## src/logic/etp_pkg.sv

```systemverilog
// Shared types and constants of the execution-time profiler.
package etp_pkg;

   // Measurement mode picked for the run.
   typedef enum logic [1:0] {
      ETP_RUN    = 2'b00,
      ETP_SINGLE = 2'b01,
      ETP_ACCUM  = 2'b10,
      ETP_DUAL   = 2'b11
   } etp_meas_t;

   // Profiling mode picked for the run.
   typedef enum logic [2:0] {
      ETP_EXCL = 3'b000,
      ETP_INCL = 3'b001,
      ETP_PAIR = 3'b010,
      ETP_AREA = 3'b011,
      ETP_NEST = 3'b100
   } etp_prof_t;

   // State of one interval timer.
   typedef enum logic {
      ETP_IV_WAIT   = 1'b0,
      ETP_IV_TIMING = 1'b1
   } etp_iv_t;

   localparam int ETP_CHANNELS = 8;
   localparam int ETP_SEL_W = 3;
   localparam int ETP_AW = 32;
   localparam int ETP_TW = 32;
   localparam int ETP_CW = 16;
   localparam int ETP_SW = 16;
   localparam logic [ETP_TW-1:0] ETP_TIME_RST = 32'h0000_0000;
   localparam logic [ETP_TW-1:0] ETP_MIN_RST = 32'hffff_ffff;
   localparam logic [ETP_CW-1:0] ETP_CNT_RST = 16'h0000;
   localparam logic [ETP_SW-1:0] ETP_STEP_ONE = 16'h0001;
   localparam logic [ETP_AW-1:0] ETP_ADDR_RST = 32'h0000_0000;

endpackage

```

## src/logic/etp_profiler.sv

```systemverilog
// Execution-time measurement, interval timing and subroutine profiling.
//
// Function
// Stepping halts after requested instruction count.
// Stop address matches instruction first byte only.
// Total time runs from launch to break.
// Single interval: first cond two, break on one.
// Interval modes disable program-counter breaks.
// Accumulating interval sums, rearms, never stops.
// Dual interval: two sums, no break.
// Eight channels, four pairs in paired modes.
// Count increments at end after start.
// Exclusive time pauses during callee subroutines.
// Inclusive time runs through callee subroutines.
// Paired modes use fixed channel pairs.
// Paired fetch times start range to end range.
// Area mode counts data accesses in subroutine.
// Nest mode counts child entries within parent.
// Inclusive mode keeps largest and smallest duration.
// Timeout stops run when limit exceeded.
// Launch clears all timers and counters.
`timescale 1ns/1ps
module etp_profiler
   import etp_pkg::*;
(
   input logic clock_i,
   input logic rst_n_i,
   input logic run_start_i,
   input logic [ETP_AW-1:0] start_addr_i,
   input logic use_start_addr_i,
   input logic [ETP_AW-1:0] current_pc_i,
   input logic step_mode_i,
   input logic [ETP_SW-1:0] step_count_i,
   input logic step_stop_en_i,
   input logic [ETP_AW-1:0] step_stop_addr_i,
   input logic insn_done_i,
   input logic [ETP_AW-1:0] insn_addr_i,
   input etp_meas_t meas_mode_i,
   input etp_prof_t prof_mode_i,
   input logic bus_valid_i,
   input logic bus_fetch_i,
   input logic [ETP_AW-1:0] bus_addr_i,
   input logic hw_break_cond_one_i,
   input logic hw_break_cond_two_i,
   input logic hw_break_cond_three_i,
   input logic hw_break_cond_four_i,
   input logic pc_break_i,
   input logic ext_break_i,
   input logic [ETP_CHANNELS-1:0][ETP_AW-1:0] ch_lo_i,
   input logic [ETP_CHANNELS-1:0][ETP_AW-1:0] ch_hi_i,
   input logic [ETP_SEL_W-1:0] watch_sel_i,
   input logic timeout_en_i,
   input logic [ETP_TW-1:0] timeout_limit_i,
   output logic running_o,
   output logic stop_o,
   output logic [ETP_AW-1:0] step_pc_o,
   output logic [ETP_TW-1:0] total_time_o,
   output logic [ETP_TW-1:0] interval_a_o,
   output logic [ETP_TW-1:0] interval_b_o,
   output logic [ETP_CHANNELS-1:0][ETP_TW-1:0] prof_time_o,
   output logic [ETP_CHANNELS-1:0][ETP_CW-1:0] prof_count_o,
   output logic [ETP_TW-1:0] max_time_o,
   output logic [ETP_TW-1:0] min_time_o
);

   // The bus and break units run on this clock, so no synchronisers.
   logic running_r, running_nxt;
   logic stop_r, stop_nxt;
   logic [ETP_TW-1:0] total_r, total_nxt;
   logic [ETP_SW-1:0] step_left_r, step_left_nxt;
   logic [ETP_AW-1:0] step_pc_r, step_pc_nxt;
   etp_iv_t iv_a_r, iv_a_nxt, iv_b_r, iv_b_nxt;
   logic [ETP_TW-1:0] ia_r, ia_nxt, ib_r, ib_nxt;
   logic [ETP_TW-1:0] dur_r, dur_nxt, max_r, max_nxt, min_r, min_nxt;
   logic fetch, single_hit, step_hit, tmo_hit, pc_hit, stop_cause;
   logic [ETP_CHANNELS-1:0] in_rng, hit_lo, hit_hi;
   logic [ETP_CHANNELS-1:0] active_v, own_v, start_v, fin_v, tick_v;

   assign fetch = bus_valid_i & bus_fetch_i;

   // stepping ends on the last requested instruction.
   // only an instruction's first byte can equal the stop address.
   assign step_hit = step_mode_i & insn_done_i &
      ((step_left_r <= ETP_STEP_ONE) |
       (step_stop_en_i & (insn_addr_i == step_stop_addr_i)));

   // program-counter breaks count only outside interval modes.
   assign pc_hit = pc_break_i & (meas_mode_i == ETP_RUN);

   // the break comes from condition one after condition two.
   assign single_hit = (meas_mode_i == ETP_SINGLE) &
      (iv_a_r == ETP_IV_TIMING) & hw_break_cond_one_i;

   // a duration beyond the limit stops the program.
   assign tmo_hit = timeout_en_i & active_v[watch_sel_i] &
      (dur_r > timeout_limit_i);

   assign stop_cause = running_r &
      (ext_break_i | pc_hit | single_hit | tmo_hit | step_hit);

   always_comb begin
      running_nxt = running_r;
      stop_nxt = 1'b0;
      total_nxt = total_r;
      step_left_nxt = step_left_r;
      step_pc_nxt = step_pc_r;
      if (run_start_i) begin
         // a fresh launch starts every measurement from zero, the minimum from all ones.
         running_nxt = 1'b1;
         total_nxt = ETP_TIME_RST;
         step_left_nxt = step_count_i;
         // start at the given address or else the current pc.
         step_pc_nxt = use_start_addr_i ? start_addr_i : current_pc_i;
      end else if (running_r) begin
         // total time covers launch up to the stopping break.
         total_nxt = total_r + 32'h0000_0001;
         if (step_mode_i && insn_done_i) begin
            step_left_nxt = step_left_r - ETP_STEP_ONE;
         end
         if (stop_cause) begin
            running_nxt = 1'b0;
            stop_nxt = 1'b1;
         end
      end
   end

   always_ff @(posedge clock_i) begin
      if (!rst_n_i) begin
         running_r <= 1'b0;
         stop_r <= 1'b0;
         total_r <= ETP_TIME_RST;
         step_left_r <= ETP_CNT_RST;
         step_pc_r <= ETP_ADDR_RST;
      end else begin
         running_r <= running_nxt;
         stop_r <= stop_nxt;
         total_r <= total_nxt;
         step_left_r <= step_left_nxt;
         step_pc_r <= step_pc_nxt;
      end
   end

   always_comb begin
      iv_a_nxt = iv_a_r;
      iv_b_nxt = iv_b_r;
      ia_nxt = ia_r;
      ib_nxt = ib_r;
      if (run_start_i) begin
         iv_a_nxt = ETP_IV_WAIT;
         iv_b_nxt = ETP_IV_WAIT;
         ia_nxt = ETP_TIME_RST;
         ib_nxt = ETP_TIME_RST;
      end else if (running_r && meas_mode_i != ETP_RUN) begin
         case (iv_a_r)
            ETP_IV_WAIT: begin
               // timing opens on condition two.
               if (hw_break_cond_two_i) begin
                  iv_a_nxt = ETP_IV_TIMING;
               end
            end
            ETP_IV_TIMING: begin
               // later condition-two matches do not restart.
               ia_nxt = ia_r + 32'h0000_0001;
               // each closed interval adds up and rearms.
               if (hw_break_cond_one_i) begin
                  iv_a_nxt = ETP_IV_WAIT;
               end
            end
            default: iv_a_nxt = ETP_IV_WAIT;
         endcase
         // second accumulator runs from condition four to three.
         if (meas_mode_i == ETP_DUAL) begin
            case (iv_b_r)
               ETP_IV_WAIT: begin
                  if (hw_break_cond_four_i) begin
                     iv_b_nxt = ETP_IV_TIMING;
                  end
               end
               ETP_IV_TIMING: begin
                  ib_nxt = ib_r + 32'h0000_0001;
                  if (hw_break_cond_three_i) begin
                     iv_b_nxt = ETP_IV_WAIT;
                  end
               end
               default: iv_b_nxt = ETP_IV_WAIT;
            endcase
         end
      end
   end

   always_ff @(posedge clock_i) begin
      if (!rst_n_i) begin
         iv_a_r <= ETP_IV_WAIT;
         iv_b_r <= ETP_IV_WAIT;
         ia_r <= ETP_TIME_RST;
         ib_r <= ETP_TIME_RST;
      end else begin
         iv_a_r <= iv_a_nxt;
         iv_b_r <= iv_b_nxt;
         ia_r <= ia_nxt;
         ib_r <= ib_nxt;
      end
   end

   // eight channels; the paired modes see them as four pairs.
   for (genvar i = 0; i < ETP_CHANNELS; i++) begin : g_ch
      localparam int P = i ^ 1;
      localparam bit EVEN = (i % 2) == 0;
      logic active_r, active_nxt, own_r, own_nxt;
      logic start, fin, excl, extra;
      logic [ETP_TW-1:0] time_r, time_nxt;
      logic [ETP_CW-1:0] cnt_r, cnt_nxt;

      assign in_rng[i] = (bus_addr_i >= ch_lo_i[i]) &
         (bus_addr_i <= ch_hi_i[i]);
      assign hit_lo[i] = fetch & (bus_addr_i == ch_lo_i[i]);
      assign hit_hi[i] = fetch & (bus_addr_i == ch_hi_i[i]);

      always_comb begin
         start = 1'b0;
         fin = 1'b0;
         excl = 1'b0;
         extra = 1'b0;
         case (prof_mode_i)
            ETP_EXCL: begin
               start = hit_lo[i];
               fin = hit_hi[i];
               excl = 1'b1;
            end
            // inclusive time ignores where the fetches go.
            ETP_INCL: begin
               start = hit_lo[i];
               fin = hit_hi[i];
            end
            // the even channel is the start range, odd the end.
            // a fetch in the start range opens the timing, one in the end range closes it.
            ETP_PAIR: begin
               if (EVEN) begin
                  start = fetch & in_rng[i];
                  fin = fetch & in_rng[P];
               end
            end
            // data accesses made while the subroutine itself runs.
            ETP_AREA: begin
               if (EVEN) begin
                  start = hit_lo[i];
                  fin = hit_hi[i];
                  excl = 1'b1;
               end else begin
                  extra = bus_valid_i & ~bus_fetch_i & in_rng[i] &
                     active_v[P] & own_v[P];
               end
            end
            // child entries seen while the parent is open.
            ETP_NEST: begin
               if (EVEN) begin
                  start = hit_lo[i];
                  fin = hit_hi[i];
                  excl = 1'b1;
               end else begin
                  extra = hit_lo[i] & active_v[P];
               end
            end
            default: ;
         endcase
      end

      assign start_v[i] = start & ~active_r;
      assign fin_v[i] = fin & active_r;
      // exclusive time waits while fetches leave the own range.
      assign tick_v[i] = running_r & active_r & (~excl | own_r);
      assign active_v[i] = active_r;
      assign own_v[i] = own_r;

      always_comb begin
         active_nxt = active_r;
         own_nxt = fetch ? in_rng[i] : own_r;
         time_nxt = time_r;
         cnt_nxt = cnt_r;
         if (run_start_i) begin
            active_nxt = 1'b0;
            own_nxt = 1'b0;
            time_nxt = ETP_TIME_RST;
            cnt_nxt = ETP_CNT_RST;
         end else if (running_r) begin
            if (start_v[i]) begin
               active_nxt = 1'b1;
            end else if (fin_v[i]) begin
               active_nxt = 1'b0;
            end
            if (tick_v[i]) begin
               time_nxt = time_r + 32'h0000_0001;
            end
            // one more pass counted at the end address.
            if (fin_v[i] || extra) begin
               cnt_nxt = cnt_r + 16'h0001;
            end
         end
      end

      always_ff @(posedge clock_i) begin
         if (!rst_n_i) begin
            active_r <= 1'b0;
            own_r <= 1'b0;
            time_r <= ETP_TIME_RST;
            cnt_r <= ETP_CNT_RST;
         end else begin
            active_r <= active_nxt;
            own_r <= own_nxt;
            time_r <= time_nxt;
            cnt_r <= cnt_nxt;
         end
      end

      assign prof_time_o[i] = time_r;
      assign prof_count_o[i] = cnt_r;
   end

   // One duration counter serves the watched channel; a trade of area
   // against watching all eight at once.
   always_comb begin
      dur_nxt = dur_r;
      max_nxt = max_r;
      min_nxt = min_r;
      if (run_start_i) begin
         dur_nxt = ETP_TIME_RST;
         max_nxt = ETP_TIME_RST;
         min_nxt = ETP_MIN_RST;
      end else if (running_r) begin
         if (start_v[watch_sel_i]) begin
            dur_nxt = ETP_TIME_RST;
         end else if (tick_v[watch_sel_i]) begin
            dur_nxt = dur_r + 32'h0000_0001;
         end
         // inclusive runs keep the extreme single durations.
         // The closing cycle still ticks, so the extremes are taken from
         // the next duration and agree with the channel's own time.
         if (fin_v[watch_sel_i] && prof_mode_i == ETP_INCL) begin
            if (dur_nxt > max_r) begin
               max_nxt = dur_nxt;
            end
            if (dur_nxt < min_r) begin
               min_nxt = dur_nxt;
            end
         end
      end
   end

   always_ff @(posedge clock_i) begin
      if (!rst_n_i) begin
         dur_r <= ETP_TIME_RST;
         max_r <= ETP_TIME_RST;
         min_r <= ETP_MIN_RST;
      end else begin
         dur_r <= dur_nxt;
         max_r <= max_nxt;
         min_r <= min_nxt;
      end
   end

   assign running_o = running_r;
   assign stop_o = stop_r;
   assign step_pc_o = step_pc_r;
   assign total_time_o = total_r;
   assign interval_a_o = ia_r;
   assign interval_b_o = ib_r;
   assign max_time_o = max_r;
   assign min_time_o = min_r;
endmodule

```

## config.mk

```make
export PLATFORM = sky130hd
export DESIGN_NAME = etp_profiler
export DESIGN_NICKNAME = d
export VERILOG_FILES = /design/src/logic/etp_pkg.sv /design/src/logic/etp_profiler.sv
export SDC_FILE = /design/constraint.sdc
export NUM_CORES = 2
export LEC_CHECK = 0
export BUFFER_PORTS_ARGS = -buffer_cell sky130_fd_sc_hd__buf_2
export CAP_MARGIN = 20
export CORE_AREA = 5 5 511 513
export CTS_CLUSTER_SIZE = 30
export DETAILED_ROUTE_END_ITERATION = 12
export DIE_AREA = 0 0 516 518
export PLACE_DENSITY = 0.37
export SYNTH_ARGS = -nofsm -noshare
export SYNTH_HDL_FRONTEND = slang
export SYNTH_SLANG_ARGS = --single-unit
```

## constraint.sdc

```tcl
create_clock -name clock_i -period 11.1 [get_ports clock_i]
set_input_delay 1.11 -clock clock_i [delete_from_list [all_inputs] [get_ports clock_i]]
set_output_delay 1.11 -clock clock_i [all_outputs]
set_load 0.005 [all_outputs]
```

[Word-level counts from Yosys, hierarchy flattened]
Index checks and enable logic that the tools add are counted.
Operators by class
  $add $sub $neg: 21
  magnitude comparators: 21
  equality and inequality tests: 23
  muxes and demuxes: 64
  bitwise gates (word level): 119
  reduce and logical (&&, ||, !) cells: 55
Operators by type and width (number)
  $eq A32 B32 Y1: 17
  $add A32 B1 Y32 const B: 12
  $ge A32 B32 Y1: 8
  $le A32 B32 Y1: 8
  $mux W32: 5
  $add A16 B1 Y16 const B: 8
  $and A1 B1 Y1: 91
  $gt A32 B32 Y1: 2
  $reduce_and A2 Y1: 27
  $mux W16: 3
  $mux W1: 38
  $lt A32 B32 Y1: 1
  $pmux W1 S2: 14
  $reduce_bool A2 Y1: 11
  $le A16 B1 Y1 const B: 1
  $sub A16 B1 Y16 const B: 1
  $not A1 Y1: 15
  $or A1 B1 Y1: 13
  $bmux W1 S3: 4
  $reduce_and A3 Y1: 3
  $eq A3 B2 Y1 const B: 2
  $reduce_or A3 Y1: 2
  $logic_or A1 B1 Y1: 4
  $lt A3 B4 Y1 const B: 1
  9 further kinds: 12
Word-level totals
  bits in registers: 644
  input port bits: 744
  output and inout bits: 578
  word-level logic and storage cells: 347

[Depth between registers and ports, before layout]
  depth in word-level cells: 14
  depth in mapped cells: 26
  depth with buffers taken out: 23

[Worst setup path after synthesis]
No wires, ideal clock.
  path type: input to register
  start: input port ch_lo_i[154] (netlist bit)
  end: register max_r[21], in the netlist max_time_o[21]
  library setup time: 0.114 ns
  arrival: 6.231 ns
  required time: 10.986 ns
  slack: 4.755 ns
  stages on the path: 23
  path buffers: 3
  cell sequence: inv_1 > ha_1 > nand4_1 > or2_1 > or4_4 > or4_4 > a21o_1 > a311oi_2 > clkbuf_2 > or2_2 > inv_1 > ha_1 > nand4_1 > nor4_1 > nand4_1 > a211o_1 > a31o_2 > a31oi_1 > o211a_1 > clkbuf_1 > clkbuf_1 > nor3_1 > a21o_1
Between the ends
  longest elaborated chain between the ends: 12
  elaborated cells on any way between the ends: 14
  those cells by class: 2 x order compare; 1 x eq/ne; 6 x mux; 4 x bitwise; 1 x reduce/logical
Ends and longest elaborated chain
  start: declaration: line etp_profiler.sv:49  | input logic [ETP_CHANNELS-1:0][ETP_AW-1:0] ch_lo_i,
  $ge A32 B32 Y1: line etp_profiler.sv:214  | assign in_rng[i] = (bus_addr_i >= ch_lo_i[i]) &
  $and A1 B1 Y1: line etp_profiler.sv:214
  $and A1 B1 Y1: line etp_profiler.sv:239  | start = fetch & in_rng[i];
  $pmux W1 S2 (*): line etp_profiler.sv:224  | case (prof_mode_i)
  $and A1 B1 Y1 (*): line etp_profiler.sv:268  | assign start_v[i] = start & ~active_r;
  $bmux W1 S3 (*): line etp_profiler.sv:330  | if (start_v[watch_sel_i]) begin
  $mux W1 (implied by the code) (*): line etp_profiler.sv:330
  $mux W32 (*): line etp_profiler.sv:330
  $mux W32 (*): line etp_profiler.sv:329  | end else if (running_r) begin
  $mux W32 (*): line etp_profiler.sv:325  | if (run_start_i) begin
  $gt A32 B32 Y1: line etp_profiler.sv:339  | if (dur_nxt > max_r) begin
  $reduce_and A3 Y1 (no line)
  end signal: assignment: line etp_profiler.sv:356  | max_r <= max_nxt;
  end: declaration: line etp_profiler.sv:74  | logic [ETP_TW-1:0] dur_r, dur_nxt, max_r, max_nxt, min_r, min_nxt;
Mark *: on every way between the ends. The rest lies on a longest branch, timed or not. The select of a mux whose other input is x is not followed.
A chain may end at the register's enable or synchronous reset.

[Final worst setup path]
  start: input port bus_addr_i[31]
  end: register max_r[12], in the netlist max_time_o[12]
Between the ends
  longest elaborated chain between the ends: 12
  elaborated cells on any way between the ends: 106
  those cells by class: 17 x order compare; 16 x eq/ne; 23 x mux; 48 x bitwise; 2 x reduce/logical
Ends and longest elaborated chain
  start: declaration: line etp_profiler.sv:42  | input logic [ETP_AW-1:0] bus_addr_i,
  $ge A32 B32 Y1 or $le A32 B32 Y1 (tied branches): line etp_profiler.sv:214, etp_profiler.sv:215
  $and A1 B1 Y1: line etp_profiler.sv:214
  $and A1 B1 Y1: line etp_profiler.sv:239
  $pmux W1 S2: line etp_profiler.sv:224
  $and A1 B1 Y1: line etp_profiler.sv:268
  $bmux W1 S3: line etp_profiler.sv:330
  $mux W1 (implied by the code): line etp_profiler.sv:330
  $mux W32: line etp_profiler.sv:330
  $mux W32: line etp_profiler.sv:329
  $mux W32: line etp_profiler.sv:325
  $gt A32 B32 Y1: line etp_profiler.sv:339
  $reduce_and A3 Y1 (no line)
Parallel ways exist; a longest one is shown, timed or not. The select of a mux whose other input is x is not followed.

==> flow_summary.json <==
{
  "synthFlopType": "dfxtp_1",
  "clock-sinks": 644,
  "synth_async_sr_flop_share_pct": 0,
  "numCtsBuffers": 86,
  "regArea_um2": 12900,
  "layout_commonest_cell": "buf_2",
  "cts_buffer_depth": 3,
  "fin_crit_sh_pct": 79.0,
  "finalSetupViolCount": 0,
  "place_congestion": 0.898,
  "grtUsageTotal_pct": 17.1,
  "place_hpwl_um": 198000,
  "dr.pass1.iters": 6,
  "vias_per_cell": 4.40,
  "place_area_um2": 55200,
  "slew_headroom_pct": 12.9,
  "crit_fanout": 40,
  "fin_area_um2": 58300,
  "cts_setup_buffers": 0,
  "cp-start-kind": "input port",
  "min_from": "g_ch[1].own_r",
  "cp.arrival_ns": 9.37,
  "ys_warn_count": 0,
  "layout-drive-gt1-share_pct": 22.7,
  "ant_nets": 0,
  "hold_violations": 0,
  "drc": 0,
  "insertion_delay_ns": 0.71,
  "hold_end": "g_ch[1].own_r",
  "yosysSeqAreaShare_pct": 28.9,
  "fmax_mhz": 114,
  "nNetsFinal": 8252,
  "peakVddDrop_mv": 0.118,
  "rrSetupSlack_ns": 3.92,
  "synth_area_um2": 44600,
  "n_fill_cell": 28500,
  "syn-num-nets": 6956,
  "synth.distinct_cells": 80,
  "drt_iter0_markers": 3152,
  "holdBufCountCts": 0,
  "finClkSkew_ns": 0.0578,
  "multi_input_area_um2": 28500,
  "crit_path_end_kind": "flop",
  "outcome": "complete, no violations",
  "port_buffers": 1321,
  "wl_per_cell_um": 23.2,
  "antenna_found_initial": 88,
  "dieArea_um2": 267000,
  "cts_tree": "done",
  "hold_path.class": "flop to flop",
  "grt-ovfl-total": 0,
  "holdWs_ns": 0.459,
  "vias": 45700,
  "max_cap_viol_count": 0,
  "postSynthAreaPerCell_um2": 7.99,
  "p_leak_uw": 0.0280,
  "reg2reg_to": "max_time_o[12]",
  "die_h_um": 518,
  "synth_edf_count": 0,
  "grt_max_degree": 185,
  "ys_ff_latch": 644,
  "crit_type": "input port to flop",
  "holdPathStages": 2,
  "crit_path_start": "bus_addr_i[31]",
  "cts_root_buf": "clkbuf_16",
  "die_w_um": 516,
  "ios": 1322,
  "cp.required_ns": 11.69,
  "power.density_nw_per_um2": 106,
  "finalWirelength_um": 240000,
  "htreeDepth": 3,
  "path_clk_slew_ns": 0.06,
  "start_util_pct": 17.4,
  "area_growth_pct": 30.8,
  "rsz0062_at_grt": "false",
  "cts_resized": 0,
  "layout_min_cycle_time_ns": 8.77,
  "worstRegToRegCells": 20,
  "rows": 186,
  "tightest_slew_ns": 1.29,
  "core_area_um2": 256000,
  "grt_pass1_wl_um": 334000,
  "fin_tns_setup_ns": 0,
  "timing.rr.start": "g_ch[6].own_r",
  "slew_violations": 0,
  "layout_common_cells": "1323 x buf_2, 702 x inv_1, 643 x dfxtp_1, 629 x ha_1, 533 x nor2_1",
  "syn_inst": 5583,
  "grt_pass1_vias": 44800
}
==> Yosys cell counts, types with 69 or more instances <==
| master | number | area (um^2) |
|---|---|---|
| nor3_1 | 84 | 420 |
| o21ai_0 | 224 | 1120 |
| or3_1 | 76 | 475 |
| nand2_1 | 448 | 1680 |
| xnor2_1 | 147 | 1290 |
| nor2_1 | 533 | 2000 |
| dfxtp_1 | 644 | 12900 |
| ha_1 | 629 | 7870 |
| nand3_1 | 222 | 1110 |
| mux2i_1 | 69 | 691 |
| clkbuf_1 | 130 | 488 |
| inv_1 | 702 | 2640 |
| xor2_1 | 268 | 2350 |
| a21o_1 | 115 | 863 |
| a21oi_1 | 310 | 1550 |
| and3_1 | 97 | 607 |
| nand4_1 | 215 | 1350 |
==> registers in the layout, summed over array words and instances (netlist names) <==
signal         flops
stop_o             1
g_ch.cnt_r       128
iv_a_r             1
interval_b_o      32
iv_b_r             1
running_o          1
g_ch.active_r      8
interval_a_o      32
step_pc_o         32
total_time_o      32
g_ch.time_r      256
min_time_o        32
step_left_r       16
dur_r             32
max_time_o        32
g_ch.own_r         8
==> worst max path at each step <==
stage,end,depth (start not counted)
floorplan,max_time_o[21],23
global placement,max_time_o[12],24
detailed placement,max_time_o[22],24
CTS,max_time_o[22],24
global route,max_time_o[22],24
finish,max_time_o[12],24
==> kinds of logic after synthesis <==
logic type / share of synthesized area [%]
XOR/XNOR: 8.19
AND/OR/NAND/NOR: 22.1
AO/OA/AOI/OAI: 13.9
multiplexers: 1.81
buffers and inverters: 7.38
flip-flops: 28.9
adder cells (fa/ha/maj): 17.7
==> stage by stage <==
| step | utilization (%) | std cells | power, uW | worst slack (ns) |
|---|---|---|---|---|
| 2_1_floorplan | - | 5583 | 2830 | 4.75 |
| 3_3_place_gp | 21.6 | 10200 | 3270 | 1.72 |
| 3_5_place_dp | 21.6 | 10200 | 3290 | 1.69 |
| 4_1_cts | 22.7 | 10300 | 6290 | 2.47 |
| 5_1_grt | 22.8 | 10400 | 6480 | 1.84 |
| 6_report | 22.8 | 10400 | 6160 | 2.33 |
==> worst max-delay path, stage by stage <==
cell	delay (ns)
buf_2	0.49
ha_1	0.26
nand4_1	0.31
nor4_1	0.43
nor3b_1	0.97
nand3_1	0.34
o211ai_1	0.23
a21oi_1	0.11
or4_1	0.52
a311oi_4	0.27
buf_4	0.49
or2_2	0.24
inv_1	0.06
ha_1	0.30
nand4_1	0.16
nor4_1	0.40
nand4_1	0.22
a211o_1	0.32
a31o_2	0.24
a31oi_1	0.18
o211a_1	0.64
nand2_1	0.44
buf_4	0.34
o22ai_1	0.17
==> metal layers <==
metal  part of all wire [%]  routed length (um)  global-route usage [%]
met3                    9.2               22100                    5.70
met1                     45              108000                    22.6
met4                    2.1                5060                    4.06
met2                     44              105000                    26.8
met5                   0.15                 353                       0
==> power breakdown <==
part           internal, uW  total, uW  switching (uW)
combinational           342        903             560
sequential             2330       2340            13.5
clock                  1730       2920            1190
total                  4400       6160            1770
==> final cells by class <==
| type | instances | area share, % |
|---|---|---|
| Antenna cell | 41 | 0.176 |
| Inverter | 702 | 4.52 |
| Timing Repair Buffer | 1365 | 12.0 |
| Tap cell | 3384 | 7.26 |
| Clock inverter | 30 | 0.719 |
| Sequential cell | 644 | 22.1 |
| Multi-Input combinational cell | 4080 | 48.9 |
| Clock buffer | 130 | 4.34 |
No activity file was read; power rests on OpenSTA's default activity.
